File: src/sase_pkg.sv
// Package for the skip / subtract / swap execution slice of the core.
// Assumes a single core clock; memory lives outside this block, flags are held in sase_exec.
package sase_pkg;
  localparam int DATA_W = 8;

  // Operation codes presented by instruction decode
  typedef enum logic [2:0]
  {
    OP_NONE                 = 3'h0,
    OP_DEC_SKIP_ZERO        = 3'h1,
    OP_DEC_TO_ACC_SKIP_ZERO = 3'h2,
    OP_INC_SKIP_ZERO        = 3'h3,
    OP_INC_TO_ACC_SKIP_ZERO = 3'h4,
    OP_SKIP_BIT_NONZERO     = 3'h5,
    OP_SUB_IMM              = 3'h6,
    OP_SWAP                 = 3'h7
  } sase_op_t;

  localparam logic [7:0] ACC_RESET   = 8'h00;
  localparam logic [7:0] ONE_BYTE    = 8'h01;
  localparam int         NIB_LO_MSB  = 3;
  localparam int         NIB_HI_LSB  = 4;
  localparam int         SKIP_CYCLES = 1;

  // Request from decode
  typedef struct packed
  {
    logic       valid;
    sase_op_t   op;
    logic [7:0] mem;
    logic [7:0] imm;
    logic [2:0] bit_sel;
  } sase_req_t;

  // Status flags
  typedef struct packed
  {
    logic signed_wrap_flag;
    logic zero;
    logic nibble_carry_flag;
    logic carry;
  } sase_flags_t;

  // Adder result
  typedef struct packed
  {
    logic [7:0]  sum;
    sase_flags_t flags;
  } sase_sum_t;
endpackage : sase_pkg

File: src/sase_sub_adder.sv
// Subtract adder: a + ~b + 1 with flag outputs.
// Assumes purely combinational use by the execution top.
`timescale 1ns/1ps
module sase_sub_adder
  import sase_pkg::*;
(
  // Operands
  input  wire logic [7:0] i_a,
  input  wire logic [7:0] i_b,
  // Result
  output sase_sum_t       o_res
);
  logic [8:0] full;
  logic [4:0] low;
  logic [7:0] nb;

  assign nb   = ~i_b;
  assign full = {1'b0, i_a} + {1'b0, nb} + 9'h001;
  assign low  = {1'b0, i_a[3:0]} + {1'b0, nb[3:0]} + 5'h01;
  assign o_res.sum                     = full[7:0];
  assign o_res.flags.carry             = full[8];
  assign o_res.flags.nibble_carry_flag = low[4];
  assign o_res.flags.zero              = (full[7:0] == 8'h00);
  // Signed wrap: a and b of opposite sign give a result of other sign than a
  assign o_res.flags.signed_wrap_flag  =
    (i_a[7] == nb[7]) && (full[7] != i_a[7]);
endmodule : sase_sub_adder

File: src/sase_exec.sv
// Execution unit for skip-on-result, subtract-immediate and nibble swap.
// Assumes decode presents one request per cycle and the fetch unit honours
// o_skip by turning the prefetched instruction into a dummy cycle.
//
// How it works
// - Decrement memory byte and write back; skip next on zero.
// - Increment memory byte and write back; test the same sum for zero in that cycle.
// - Zero increment result discards prefetched instruction; two cycles.
// - Inc-to-accumulator form loads byte plus one; skip next on zero.
// - Increment-to-accumulator leaves the memory byte untouched.
// - Zero inc-to-accumulator result turns fetched word into dummy.
// - Selected bit one skips next instruction; bit zero runs one cycle.
// - Subtract immediate: acc + ~imm + 1 into acc; update four flags.
// - Swap exchanges memory nibbles in place, flags unchanged.
`timescale 1ns/1ps
module sase_exec
  import sase_pkg::*;
(
  // Clock and reset
  input  wire logic        i_clk,
  input  wire logic        i_rst_b,
  // Decode request
  input  sase_req_t        i_req,
  // Memory write-back
  output logic             o_mem_we,
  output logic [7:0]       o_mem_wdata,
  // Accumulator and flags
  output logic [7:0]       o_acc,
  output sase_flags_t      o_flags,
  // Fetch control: discard prefetched instruction
  output logic             o_skip
);
  sase_sum_t  sub_res;
  logic [7:0] dec_val;
  logic [7:0] inc_val;
  logic [7:0] swp_val;
  logic       bit_set;
  logic       go;
  logic       dummy;

  // Zero test shared by every skip-on-result form
  function automatic logic is_zero(input logic [7:0] v);
    is_zero = (v == 8'h00);
  endfunction : is_zero

  sase_sub_adder u_sub
  (
    .i_a   (o_acc),
    .i_b   (i_req.imm),
    .o_res (sub_res)
  );

  assign dec_val = i_req.mem - ONE_BYTE;
  assign inc_val = i_req.mem + ONE_BYTE;
  assign swp_val = {i_req.mem[NIB_LO_MSB:0], i_req.mem[7:NIB_HI_LSB]};
  assign bit_set = i_req.mem[i_req.bit_sel];
  // A request landing in the dummy slot belongs to the discarded word
  assign go      = i_req.valid && !dummy;

  // Memory write-back
  always_ff @(posedge i_clk or negedge i_rst_b)
  begin
    if (!i_rst_b)
    begin
      o_mem_we    <= 1'b0;
      o_mem_wdata <= 8'h00;
    end
    else
    begin
      o_mem_we    <= 1'b0;
      o_mem_wdata <= o_mem_wdata;
      if (go)
      begin
        case (i_req.op)
          OP_DEC_SKIP_ZERO:
          begin
            o_mem_we    <= 1'b1;
            o_mem_wdata <= dec_val;
          end
          OP_INC_SKIP_ZERO:
          begin
            o_mem_we    <= 1'b1;
            o_mem_wdata <= inc_val;
          end
          OP_SWAP:
          begin
            o_mem_we    <= 1'b1;
            o_mem_wdata <= swp_val;
          end
          // Accumulator forms never write memory
          default: o_mem_we <= 1'b0;
        endcase
      end
    end
  end

  // Accumulator
  always_ff @(posedge i_clk or negedge i_rst_b)
  begin
    if (!i_rst_b)
      o_acc <= ACC_RESET;
    else if (go)
    begin
      case (i_req.op)
        OP_INC_TO_ACC_SKIP_ZERO: o_acc <= inc_val;
        OP_DEC_TO_ACC_SKIP_ZERO: o_acc <= dec_val;
        OP_SUB_IMM:              o_acc <= sub_res.sum;
        default:                 o_acc <= o_acc;
      endcase
    end
  end

  // Flags: only subtract touches them
  always_ff @(posedge i_clk or negedge i_rst_b)
  begin
    if (!i_rst_b)
      o_flags <= '0;
    else if (go && i_req.op == OP_SUB_IMM)
      o_flags <= sub_res.flags;
  end

  // Skip decision, registered so fetch sees it in the following cycle
  always_ff @(posedge i_clk or negedge i_rst_b)
  begin
    if (!i_rst_b)
      o_skip <= 1'b0;
    else if (go)
    begin
      case (i_req.op)
        OP_DEC_SKIP_ZERO:        o_skip <= is_zero(dec_val);
        OP_INC_SKIP_ZERO:        o_skip <= is_zero(inc_val);
        OP_INC_TO_ACC_SKIP_ZERO: o_skip <= is_zero(inc_val);
        OP_DEC_TO_ACC_SKIP_ZERO: o_skip <= is_zero(dec_val);
        OP_SKIP_BIT_NONZERO:     o_skip <= bit_set;
        default:                 o_skip <= 1'b0;
      endcase
    end
    else
      o_skip <= 1'b0;
  end

  // Dummy cycle marker, one cycle after a skip
  assign dummy = o_skip;

  dec_write_a : assert property (
    @(posedge i_clk) disable iff (!i_rst_b)
    (go && i_req.op == OP_DEC_SKIP_ZERO) |=>
      o_mem_we && o_mem_wdata == $past(i_req.mem) - 8'h01)
    else $error("decrement write-back wrong");

  dec_skip_a : assert property (
    @(posedge i_clk) disable iff (!i_rst_b)
    (go && i_req.op == OP_DEC_SKIP_ZERO) |=>
      o_skip == ($past(i_req.mem) == 8'h01))
    else $error("decrement skip wrong");

  inc_write_a : assert property (
    @(posedge i_clk) disable iff (!i_rst_b)
    (go && i_req.op == OP_INC_SKIP_ZERO) |=>
      o_mem_we && o_mem_wdata == $past(i_req.mem) + 8'h01)
    else $error("increment write-back wrong");

  inc_skip_a : assert property (
    @(posedge i_clk) disable iff (!i_rst_b)
    (go && i_req.op == OP_INC_SKIP_ZERO && i_req.mem == 8'hFF) |=>
      o_skip ##1 !o_skip)
    else $error("increment skip not one dummy cycle");

  inc_acc_a : assert property (
    @(posedge i_clk) disable iff (!i_rst_b)
    (go && i_req.op == OP_INC_TO_ACC_SKIP_ZERO) |=>
      o_acc == $past(i_req.mem) + 8'h01 && o_skip == (o_acc == 8'h00))
    else $error("increment to accumulator wrong");

  acc_nowrite_a : assert property (
    @(posedge i_clk) disable iff (!i_rst_b)
    (go && (i_req.op == OP_INC_TO_ACC_SKIP_ZERO ||
            i_req.op == OP_DEC_TO_ACC_SKIP_ZERO)) |=> !o_mem_we)
    else $error("accumulator form wrote memory");

  acc_dummy_a : assert property (
    @(posedge i_clk) disable iff (!i_rst_b)
    o_skip |=> !o_mem_we && $stable(o_acc) && $stable(o_flags))
    else $error("dummy cycle had side effects");

  // A skip longer than one cycle would swallow a real instruction
  skip_pulse_a : assert property (
    @(posedge i_clk) disable iff (!i_rst_b)
    o_skip |=> !o_skip)
    else $error("skip held past the dummy cycle");

  bit_skip_a : assert property (
    @(posedge i_clk) disable iff (!i_rst_b)
    (go && i_req.op == OP_SKIP_BIT_NONZERO) |=>
      o_skip == $past(i_req.mem[i_req.bit_sel]) && !o_mem_we)
    else $error("bit skip wrong");

  sub_imm_a : assert property (
    @(posedge i_clk) disable iff (!i_rst_b)
    (go && i_req.op == OP_SUB_IMM) |=>
      o_acc == $past(o_acc) - $past(i_req.imm) &&
      o_flags.zero == (o_acc == 8'h00))
    else $error("subtract immediate wrong");

  // Carry outs read as no-borrow, checked against plain magnitudes
  sub_carry_a : assert property (
    @(posedge i_clk) disable iff (!i_rst_b)
    (go && i_req.op == OP_SUB_IMM) |=>
      o_flags.carry == ($past(o_acc) >= $past(i_req.imm)) &&
      o_flags.nibble_carry_flag ==
        ($past(o_acc[3:0]) >= $past(i_req.imm[3:0])))
    else $error("subtract carry flags wrong");

  swap_keep_a : assert property (
    @(posedge i_clk) disable iff (!i_rst_b)
    (go && i_req.op == OP_SWAP) |=>
      o_mem_we &&
      o_mem_wdata == {$past(i_req.mem[3:0]), $past(i_req.mem[7:4])} &&
      $stable(o_flags))
    else $error("swap wrong");

  dec_acc_a : assert property (
    @(posedge i_clk) disable iff (!i_rst_b)
    (go && i_req.op == OP_DEC_TO_ACC_SKIP_ZERO) |=>
      o_acc == $past(i_req.mem) - 8'h01 && o_skip == (o_acc == 8'h00))
    else $error("decrement to accumulator wrong");
endmodule : sase_exec

File: config.mk
export PLATFORM = sky130hd
export DESIGN_NAME = sase_exec
export DESIGN_NICKNAME = d
export VERILOG_FILES = /design/src/sase_pkg.sv /design/src/sase_sub_adder.sv /design/src/sase_exec.sv
export SDC_FILE = /design/constraint.sdc
export NUM_CORES = 1
export LEC_CHECK = 0
export BUFFER_PORTS_ARGS = -buffer_cell sky130_fd_sc_hd__buf_2
export CAP_MARGIN = 20
export CORE_ASPECT_RATIO = 0.9
export CORE_MARGIN = 2
export CORE_UTILIZATION = 40
export CTS_CLUSTER_DIAMETER = 120
export CTS_CLUSTER_SIZE = 30
export DETAILED_ROUTE_END_ITERATION = 16
export SLEW_MARGIN = 20
export SYNTH_ARGS = -nofsm -noshare
export SYNTH_HDL_FRONTEND = slang
export SYNTH_SLANG_ARGS = --single-unit
export TNS_END_PERCENT = 5
File: constraint.sdc
create_clock -name i_clk -period 2.38 [get_ports i_clk]
set_input_delay 0.476 -clock i_clk [delete_from_list [all_inputs] [get_ports i_clk]]
set_output_delay 0.476 -clock i_clk [all_outputs]
set_load 0.01 [all_outputs]
==> run_results.csv, run 1 <==
group,metric,value,unit
critical_path,worstPathMaxFanout,3,
floorplan,die_w,77.8,µm
sta,finalHoldViolCount,0,
final_layout,final_util,48.3,%
sta,fin_skew,1.71,ps
critical_path,rr_worst_depth,10,
grt,antenna_found_initial,0,
detailed_routing,via_count,1830,
power_and_ir_drop,p_total,1.44,mW
clock_network,cts_max_path_buffers,2,
final_layout,diodes,0,
yosys,synth_edf_count,0,
sta,fin_crit,2200,ps
sta,slew_viol_final,0,
yosys,syn_nets,276,
critical_path,regToRegStartpoint,"o_acc[0]",
floorplan,rows,24,
floorplan,dieArea,0.00548,mm²
clock_network,h-tree-depth,1,
floorplan,chipHeight,70.5,µm
clock_network,clk_pin_slew,80,ps
final_layout,register_area,551,µm²
yosys,ys_warn_count,0,
final_layout,drive_above_1_share,25.2,%
grt,overflow,0,
clock_network,cts_inserted_buffers,3,
yosys,yosysUniqueCellTypes,49,
clock_network,clock_latency,270,ps
yosys,seq_area_frac_synth,28.0,%
critical_path,crit_path_start_kind,"flop",
power_and_ir_drop,vdd_drop_max,0.360,mV
sta,worstMarginPinSlew,544,ps
sta,max_slew_margin,63.3,%
yosys,synth_cells,239,
power_and_ir_drop,power.leakage,1.06,nW
detailed_routing,viasPerCell,5.21,
placed_design,gp_congestion,0.831,
detailed_routing,drt_iter0_drc,133,
grt,grt_max_degree,23,
sta,setup_tns,0,ps
critical_path,end_kind,"flop",
final_layout,multi_input_area,0.00126,mm²
clock_network,cts_hold_repair.buffers,0,
sta,rsz0062_at_grt,"no",
critical_path,arrival,2410,ps
final_layout,n_fill_cell,473,
min_path,holdCritPathClass,"in -> async",
yosys,avgSynthCellArea,8.21,µm²
final_layout,areaGrowthSynthToFinish,17.6,%
critical_path,r2r_end,"o_flags[2]",
grt,grt_pass1_vias,1696,
yosys,synth_area,0.00196,mm²
critical_path,r2r_slack,180,ps
final_layout,nets,324,
clock_network,clock-sinks,22,
critical_path,critPathKind,"reg -> reg",
grt,track_usage,18.7,%
clock_network,tritoncts,"built",
floorplan,core,0.00477,mm²
flow_run,maxCapViolCount,0,
floorplan,initial_core_util,41.1,%
sta,setup_viol,0,
critical_path,crit_required,2590,ps
power_and_ir_drop,pwr_density_cell,625,mW/mm²
sta,post-route-period-util,92.6,%
detailed_routing,wire_per_inst,14.0,µm
detailed_routing,firstDrtPassIters,4,
clock_network,cts-root-buf,"clkbuf_8",
detailed_routing,remaining_drc_errors,0,
grt,grt_first_pass_wirelength,8250,µm
sta,clock.fmax,0.454,GHz
outcome,status,"finished, final reports clean",
detailed_routing,wirelength,4910,µm
placed_design,numPortBuffers,46,
floorplan,ioPinCount,47,
placed_design,hpwl,3770,µm
yosys,ys.flop_type,"dfrtp_1",
detailed_routing,ant_nets,0,
yosys,synthArstFlopShare,100,%
yosys,ys_seq_elements,22,
[how the worst max path moves through the flow]
stage	to	slack (ps)	start	cells past startpoint
6_report	o_flags[2]	180	o_acc[0]	10
3_5_place_dp	o_acc[6]	4	i_req[3]	10
3_3_place_gp	o_acc[6]	40	i_req[3]	10
4_1_cts	o_acc[6]	90	o_acc[0]	10
5_1_grt	o_acc[6]	7	o_acc[0]	10
2_1_floorplan	o_acc[6]	240	i_req[3]	9
[synth_stat cells (5+ instances only)]
| library cell | instances | share of area [%] |
|---|---|---|
| nand2_1 | 21 | 4.0 |
| xnor2_1 | 15 | 6.7 |
| ha_1 | 11 | 7.0 |
| inv_1 | 15 | 2.9 |
| nor3_1 | 6 | 1.5 |
| o21ai_0 | 19 | 4.8 |
| mux2_2 | 5 | 2.9 |
| nor2_1 | 29 | 5.5 |
| a21oi_1 | 19 | 4.8 |
| xor2_1 | 5 | 2.2 |
| dfrtp_1 | 22 | 28 |
| clkbuf_8 | 5 | 3.5 |
| nand3_1 | 11 | 2.8 |
[repair_timing]
item                       4_1_cts  5_1_grt
buffers inserted                 0        0
setup endpoints to repair        0        2
resized for setup                0        2
[stage by stage]
| stage | cells | hold WS [ps] | area [µm²] | setup WS [ps] |
|---|---|---|---|---|
| after detailed placement | 347 | 463 | 2240 | 3.97 |
| after global routing | 351 | 225 | 2310 | 7.45 |
| final | 351 | 176 | 2310 | 177 |
| after CTS | 351 | 196 | 2300 | 90.7 |
| after floorplan | 239 | 180 | 1960 | 238 |
| after global placement | 347 | 455 | 2240 | 44.1 |
[registers in the layout, summed over array words and instances (netlist names)]
| name | flops |
|---|---|
| o_acc | 8 |
| o_flags | 4 |
| o_mem_wdata | 8 |
| o_mem_we | 1 |
| o_skip | 1 |
[cell type report]
cell class / instances / share of cell area [%]
Multi-Input combinational cell: 188 / 54.4
Sequential cell: 22 / 23.8
Timing Repair Buffer: 56 / 13.2
Tap cell: 65 / 3.52
Inverter: 16 / 2.60
Clock buffer: 4 / 2.38
[cell families (layout without fill, tap and decap cells)]
logic type / count (synthesis) / after routing / synth area share [%]
compound gates: 67 / 67 / 21.1
xor+xnor: 20 / 20 / 8.92
fa+ha+maj: 12 / 12 / 8.03
buf+inv: 29 / 76 / 8.41
flops: 22 / 22 / 28.0
mux: 8 / 8 / 5.86
simple gates: 81 / 81 / 19.6
[worst max-delay path, cell delays in order, from the launching register on]
cell and delay (ps):
dfrtp_1 400, inv_1 60, ha_1 160, inv_1 60
fa_1 420, buf_4 160, a21o_1 170, a21oi_1 210
xnor2_1 110, nor4_1 230, a22o_1 170
[layer usage]
layer	GRT usage, %	part of all wire, %	vias to the layer above
met5	0	0	-
met4	2.78	0.39	0
met3	3.49	4.8	2
met2	29.2	45	38
met1	27.4	50	851
li1	-	-	939
[cells in the final DEF, fill, tap and decap left out, types with 4 or more instances in the layout]
master,Yosys,layout
mux2_2,5,5
clkbuf_8,5,4
xnor2_1,15,15
nor2b_1,4,4
a22oi_1,4,4
a21oi_1,19,18
nor3_1,6,6
xor2_1,5,5
nor2_1,29,29
buf_4,0,10
ha_1,11,11
nand3_1,11,11
inv_1,15,15
o21ai_0,19,19
dfrtp_1,22,22
buf_2,3,46
nand2_1,21,21
o21a_1,4,4
[power by group]
group	total [mW]	internal [mW]	switching (mW)
sequential	0.501	0.449	0.0518
combinational	0.667	0.301	0.366
clock	0.275	0.148	0.127
(Power assumes the default switching activity.)
==> run 2: changes to the inputs <==
--- a/config.mk
+++ b/config.mk
@@ -13,6 +13,7 @@
 export CTS_CLUSTER_DIAMETER = 120
 export CTS_CLUSTER_SIZE = 30
 export DETAILED_ROUTE_END_ITERATION = 16
+export SKIP_CTS_REPAIR_TIMING = 1
 export SLEW_MARGIN = 20
 export SYNTH_ARGS = -nofsm -noshare
 export SYNTH_HDL_FRONTEND = slang
==> constraint.sdc (replaced) <==
create_clock -name i_clk -period 2.33 [get_ports i_clk]
set_input_delay 0.466 -clock i_clk [delete_from_list [all_inputs] [get_ports i_clk]]
set_output_delay 0.466 -clock i_clk [all_outputs]
set_load 0.01 [all_outputs]
==> run 2 against run 1 <==
Combinational power increased by 6.6%. Register-to-register slack about the same. Total power increased by 9.7%. Critical path type unchanged. Critical path depth unchanged. Cell count increased by 1.4%.
==> run_results.csv, run 2 (same netlist as run 1, synthesis figures left out) <==
group,metric,value,unit
outcome,status,"finished, final reports clean",
critical_path,crit_chain,"inv_1 -> ha_1 -> inv_1 -> fa_2 -> a211oi_2 -> o21bai_1 -> a21oi_2 -> xnor2_1 -> a311oi_1 -> o21ai_0",
sta,finalHoldViolCount,0,
critical_path,cpMaxStageDelayCell,"dfrtp_1",
critical_path,end_kind,"flop",
final_layout,areaGrowthSynthToFinish,20.7,%
sta,setup_viol,0,
grt,grt_pass1_vias,1818,
power_and_ir_drop,vdd_drop_max,0.313,mV
floorplan,ioPinCount,47,
sta,fin_skew,2.73,ps
critical_path,worstPathMaxFanout,3,
floorplan,die_w,77.8,µm
sta,worstMarginPinSlew,541,ps
clock_network,cts-root-buf,"clkbuf_8",
detailed_routing,wirelength,4970,µm
clock_network,h-tree-depth,1,
sta,slew_viol_final,0,
critical_path,critPathKind,"reg -> reg",
final_layout,final_cell_area,0.00237,mm²
grt,track_usage,19.0,%
clock_network,clock-sinks,22,
grt,grt_first_pass_wirelength,8480,µm
final_layout,diodes,0,
critical_path,crit_path_start_kind,"flop",
detailed_routing,firstDrtPassIters,6,
floorplan,core,0.00477,mm²
floorplan,dieArea,0.00548,mm²
floorplan,initial_core_util,41.1,%
detailed_routing,drt_iter0_drc,110,
sta,fin_crit,2140,ps
placed_design,dp.cells,352,
grt,grt_max_degree,23,
sta,setup_tns,0,ps
clock_network,cts_max_path_buffers,2,
final_layout,nets,329,
detailed_routing,wire_per_inst,14.0,µm
placed_design,numPortBuffers,46,
critical_path,arrival,2290,ps
sta,rsz0062_at_grt,"no",
placed_design,hpwl,3790,µm
min_path,holdCritPathClass,"in -> async",
power_and_ir_drop,p_total,1.58,mW
final_layout,drive_above_1_share,27.1,%
detailed_routing,viasPerCell,5.21,
critical_path,cp_slowest_stage_delay,400,ps
power_and_ir_drop,power.leakage,1.09,nW
power_and_ir_drop,pwr_density_cell,668,mW/mm²
sta,clock.fmax,0.467,GHz
sta,max_slew_margin,63.9,%
clock_network,clock_latency,270,ps
floorplan,rows,24,
sta,whs,161,ps
sta,finalWorstSetupSlack,191,ps
critical_path,critical_path.most_common_cell,"inv_1",
clock_network,clk_pin_slew,80,ps
clock_network,cts_inserted_buffers,3,
sta,post-route-period-util,91.8,%
final_layout,final_common_cell,"buf_2",
clock_network,tritoncts,"built",
critical_path,crit_required,2480,ps
grt,overflow,0,
placed_design,place_ws,-27.7,ps
detailed_routing,ant_nets,0,
placed_design,gp_congestion,0.832,
final_layout,layoutNonFillerInstCount,356,
final_layout,layout_common_cells,"buf_2, nor2_1, dfrtp_1, nand2_1, o21ai_0",
placed_design,place_area,0.00228,mm²
final_layout,final_util,49.6,%
detailed_routing,via_count,1855,
final_layout,reg.largest.list,"o_acc (8), o_mem_wdata (8), o_flags (4)",
critical_path,r2r_slack,190,ps
floorplan,chipHeight,70.5,µm
flow_run,maxCapViolCount,0,
grt,antenna_found_initial,0,
detailed_routing,remaining_drc_errors,0,
-- run 2: cell types whose count changed in the layout (fill, tap and decap cells not counted), sizes merged --
cell	change
clkbuf	-1
buf	+5
bufinv	+1
-- run 2: worst max-delay path, delay by kind of cell, from the launching register on --
kind | cells | cell delay (ps)
buf+inv | 2 | 120
xor+xnor | 1 | 100
compound gates | 5 | 900
flops | 1 | 400
fa+ha+maj | 2 | 510
-- run 2: where the power goes --
group          total [mW]  switching, mW  internal (mW)  leakage, nW
logic               0.711          0.383          0.328        0.790
clock network       0.361          0.131          0.230       0.0357
registers           0.511         0.0527          0.459        0.265
-- run 2: layout make-up --
class                   instances  area, µm²
flip-flops and latches         22        551
inverters                      16       60.1
clock inverters                 1       30.0
well taps                      65       81.3
multi-input cells             188       1260
clock buffers                   3       41.3
fillers                       474       2400
repair buffers                 61        343
-- run 2: metal layers --
| layer | global-route usage, % | wire length [µm] | share of wire, % | vias up |
|---|---|---|---|---|
| met3 | 3.23 | 323 | 6.5 | 2 |
| met5 | 0 | 0 | 0 | - |
| li1 | - | - | - | 953 |
| met2 | 29.9 | 2230 | 45 | 55 |
| met4 | 3.57 | 22 | 0.44 | 0 |
| met1 | 27.6 | 2400 | 48 | 845 |
-- run 2: final timing paths --
| path | start | end | cells past startpoint |
|---|---|---|---|
| min in group i_clk | o_flags[3] | o_flags[3] | 2 |
| max | o_acc[0] | o_acc[6] | 10 |
| min reg2reg | o_flags[3] | o_flags[3] | 2 |
| max in group asynchronous | i_rst_b | o_acc[4] | 1 |
| min | i_rst_b | o_mem_wdata[7] | 1 |
| max reg2reg | o_acc[0] | o_acc[6] | 10 |
==> run 3: changes to the inputs <==
--- a/config.mk
+++ b/config.mk
@@ -9,10 +9,11 @@
 export CAP_MARGIN = 20
 export CORE_ASPECT_RATIO = 0.9
 export CORE_MARGIN = 2
-export CORE_UTILIZATION = 40
+export CORE_UTILIZATION = 45
 export CTS_CLUSTER_DIAMETER = 120
 export CTS_CLUSTER_SIZE = 30
 export DETAILED_ROUTE_END_ITERATION = 16
+export PLACE_DENSITY = 0.69
 export SKIP_CTS_REPAIR_TIMING = 1
 export SLEW_MARGIN = 20
 export SYNTH_ARGS = -nofsm -noshare
==> run 3 against run 2 <==
Fmax shrank 1.5%. Count of clock-buffer cells in the layout is the same. Hold slack lost 12 ps. Cell count shrank 6.2%. Critical endpoint unchanged. Sequential cell count is the same. Die area shrank 11%. Clock power shrank 35%. Sequential share of layout area grew 0.89 points. Largest power group unchanged.
==> run_results.csv, run 3 (same netlist as run 1, synthesis figures left out) <==
group,metric,value,unit
sta,clock.fmax,0.460,GHz
critical_path,regToRegStartpoint,"o_acc[0]",
placed_design,gp_congestion,0.842,
final_layout,drive_above_1_share,25.2,%
clock_network,clock-sinks,22,
floorplan,chipHeight,66.7,µm
critical_path,r2r_slack,160,ps
critical_path,crit_path_end,"o_acc[6]",
floorplan,dieArea,0.00491,mm²
power_and_ir_drop,pwr-share-seq,35.5,%
sta,slew_viol_final,0,
sta,whs,149,ps
critical_path,rr_worst_depth,10,
placed_design,numPortBuffers,46,
final_layout,final_cell_area,0.00228,mm²
sta,finalHoldViolCount,0,
final_layout,n_fill_cell,404,
clock_network,cts-root-buf,"clkbuf_8",
critical_path,critPathKind,"reg -> reg",
power_and_ir_drop,pwr_density_cell,632,mW/mm²
placed_design,hpwl,3620,µm
outcome,status,"finished, final reports clean",
detailed_routing,wirelength,4620,µm
sta,fin_skew,11.1,ps
sta,fin_crit,2170,ps
detailed_routing,drt_iter0_drc,122,
power_and_ir_drop,p_switching,0.554,mW
critical_path,r2r_end,"o_acc[6]",
power_and_ir_drop,clkPwrFrac,16.3,%
final_layout,reg.largest.list,"o_acc (8), o_mem_wdata (8), o_flags (4)",
detailed_routing,firstDrtPassIters,4,
critical_path,worstPathMaxFanout,3,
grt,grt_pass1_vias,1623,
power_and_ir_drop,power.leakage,1.06,nW
floorplan,initial_core_util,47.5,%
clock_network,tritoncts,"built",
sta,post-route-period-util,93.2,%
final_layout,multi_input_area,0.00126,mm²
grt,antenna_found_initial,0,
placed_design,place_area,0.00223,mm²
critical_path,critPathLaunch,"o_acc[0]",
detailed_routing,remaining_drc_errors,0,
floorplan,die_w,73.6,µm
final_layout,layout_common_cells,"buf_2, nor2_1, dfrtp_1, nand2_1, o21ai_0",
sta,worstMarginPinSlew,534,ps
power_and_ir_drop,vdd_drop_max,0.350,mV
final_layout,register_area,551,µm²
grt,track_usage,19.6,%
power_and_ir_drop,sw_frac_of_total,38.4,%
critical_path,arrival,2330,ps
sta,setup_viol,0,
grt,grt_max_degree,23,
floorplan,ioPinCount,47,
critical_path,crit_path_start_kind,"flop",
clock_network,cts_max_path_buffers,2,
clock_network,cts_inserted_buffers,3,
final_layout,nets,325,
critical_path,end_kind,"flop",
clock_network,clk_pin_slew,80,ps
floorplan,rows,22,
clock_network,h-tree-depth,1,
final_layout,diodes,0,
critical_path,crit_required,2490,ps
flow_run,maxCapViolCount,0,
detailed_routing,via_count,1855,
detailed_routing,viasPerCell,5.55,
final_layout,final_common_cell,"buf_2",
grt,grt_first_pass_wirelength,7560,µm
min_path,holdCritPathClass,"in -> async",
sta,rsz0062_at_grt,"no",
sta,max_slew_margin,64.0,%
clock_network,clock_latency,270,ps
detailed_routing,ant_nets,0,
detailed_routing,wire_per_inst,13.8,µm
grt,overflow,0,
final_layout,areaGrowthSynthToFinish,16.3,%
power_and_ir_drop,internal-power,0.888,mW
power_and_ir_drop,pwr-share-comb,48.2,%
floorplan,core,0.00413,mm²
## run 3: cell types whose count changed in the layout (fill, tap and decap cells not counted), sizes merged
| cell | previous run | this run |
|---|---|---|
| bufinv | 1 | 0 |
| buf | 61 | 57 |
## run 3: routing by layer
metal | GRT usage [%] | wire length, µm
met5 | 0 | 0
met1 | 26.8 | 2210
met3 | 3.18 | 238
met4 | 3.41 | 13
met2 | 32.7 | 2160
## run 3: worst min path at each step
stage / startpoint / end / cells past startpoint
after floorplan: i_rst_b / o_acc[0] / 0
after global placement: o_flags[3] / o_flags[3] / 2
after detailed placement: i_rst_b / o_flags[3] / 1
after CTS: i_rst_b / o_flags[3] / 1
after global routing: i_rst_b / o_flags[3] / 1
final: i_rst_b / o_flags[3] / 1
## run 3: layout make-up
cell class | instances | area share, %
inverter | 16 | 2.63
sequential | 22 | 24.1
clock buffer | 3 | 1.81
multi-input combinational | 188 | 55.1
timing repair buffer | 57 | 13.7
tap | 48 | 2.63
## run 3: critical path, stage by stage (launching register included)
cell and delay, ps:
dfrtp_1 390, inv_1 60, ha_1 160, inv_1 60, fa_1 390, a211oi_1 270, o21bai_1 120, a21oi_2 190
xnor2_1 100, a311oi_1 260, o21ai_0 100
## run 3: metrics by stage
step / power [mW] / utilization, % / cells / TNS (ps) / setup WS [ps]
after global routing: 1.55 / 55.3 / 334 / 0 / 9.30
after global placement: 1.19 / 54.0 / 331 / 0 / 30.1
final: 1.44 / 55.3 / 334 / 0 / 157
after CTS: 1.45 / 55.0 / 334 / 0 / 57.8
after floorplan: 0.976 / - / 239 / 0 / 195
after detailed placement: 1.20 / 54.0 / 331 / -33.0 / -33.0
## run 3: power groups by stage
| stage | Clock, mW | Sequential [mW] | Combinational, mW |
|---|---|---|---|
| 4_1_cts | 0.249 | 0.512 | 0.688 |
| 3_3_place_gp | 0 | 0.518 | 0.675 |
| 2_1_floorplan | 0 | 0.552 | 0.424 |
| 6_report | 0.235 | 0.512 | 0.695 |
| 3_5_place_dp | 0 | 0.520 | 0.682 |
| 5_1_grt | 0.257 | 0.522 | 0.775 |
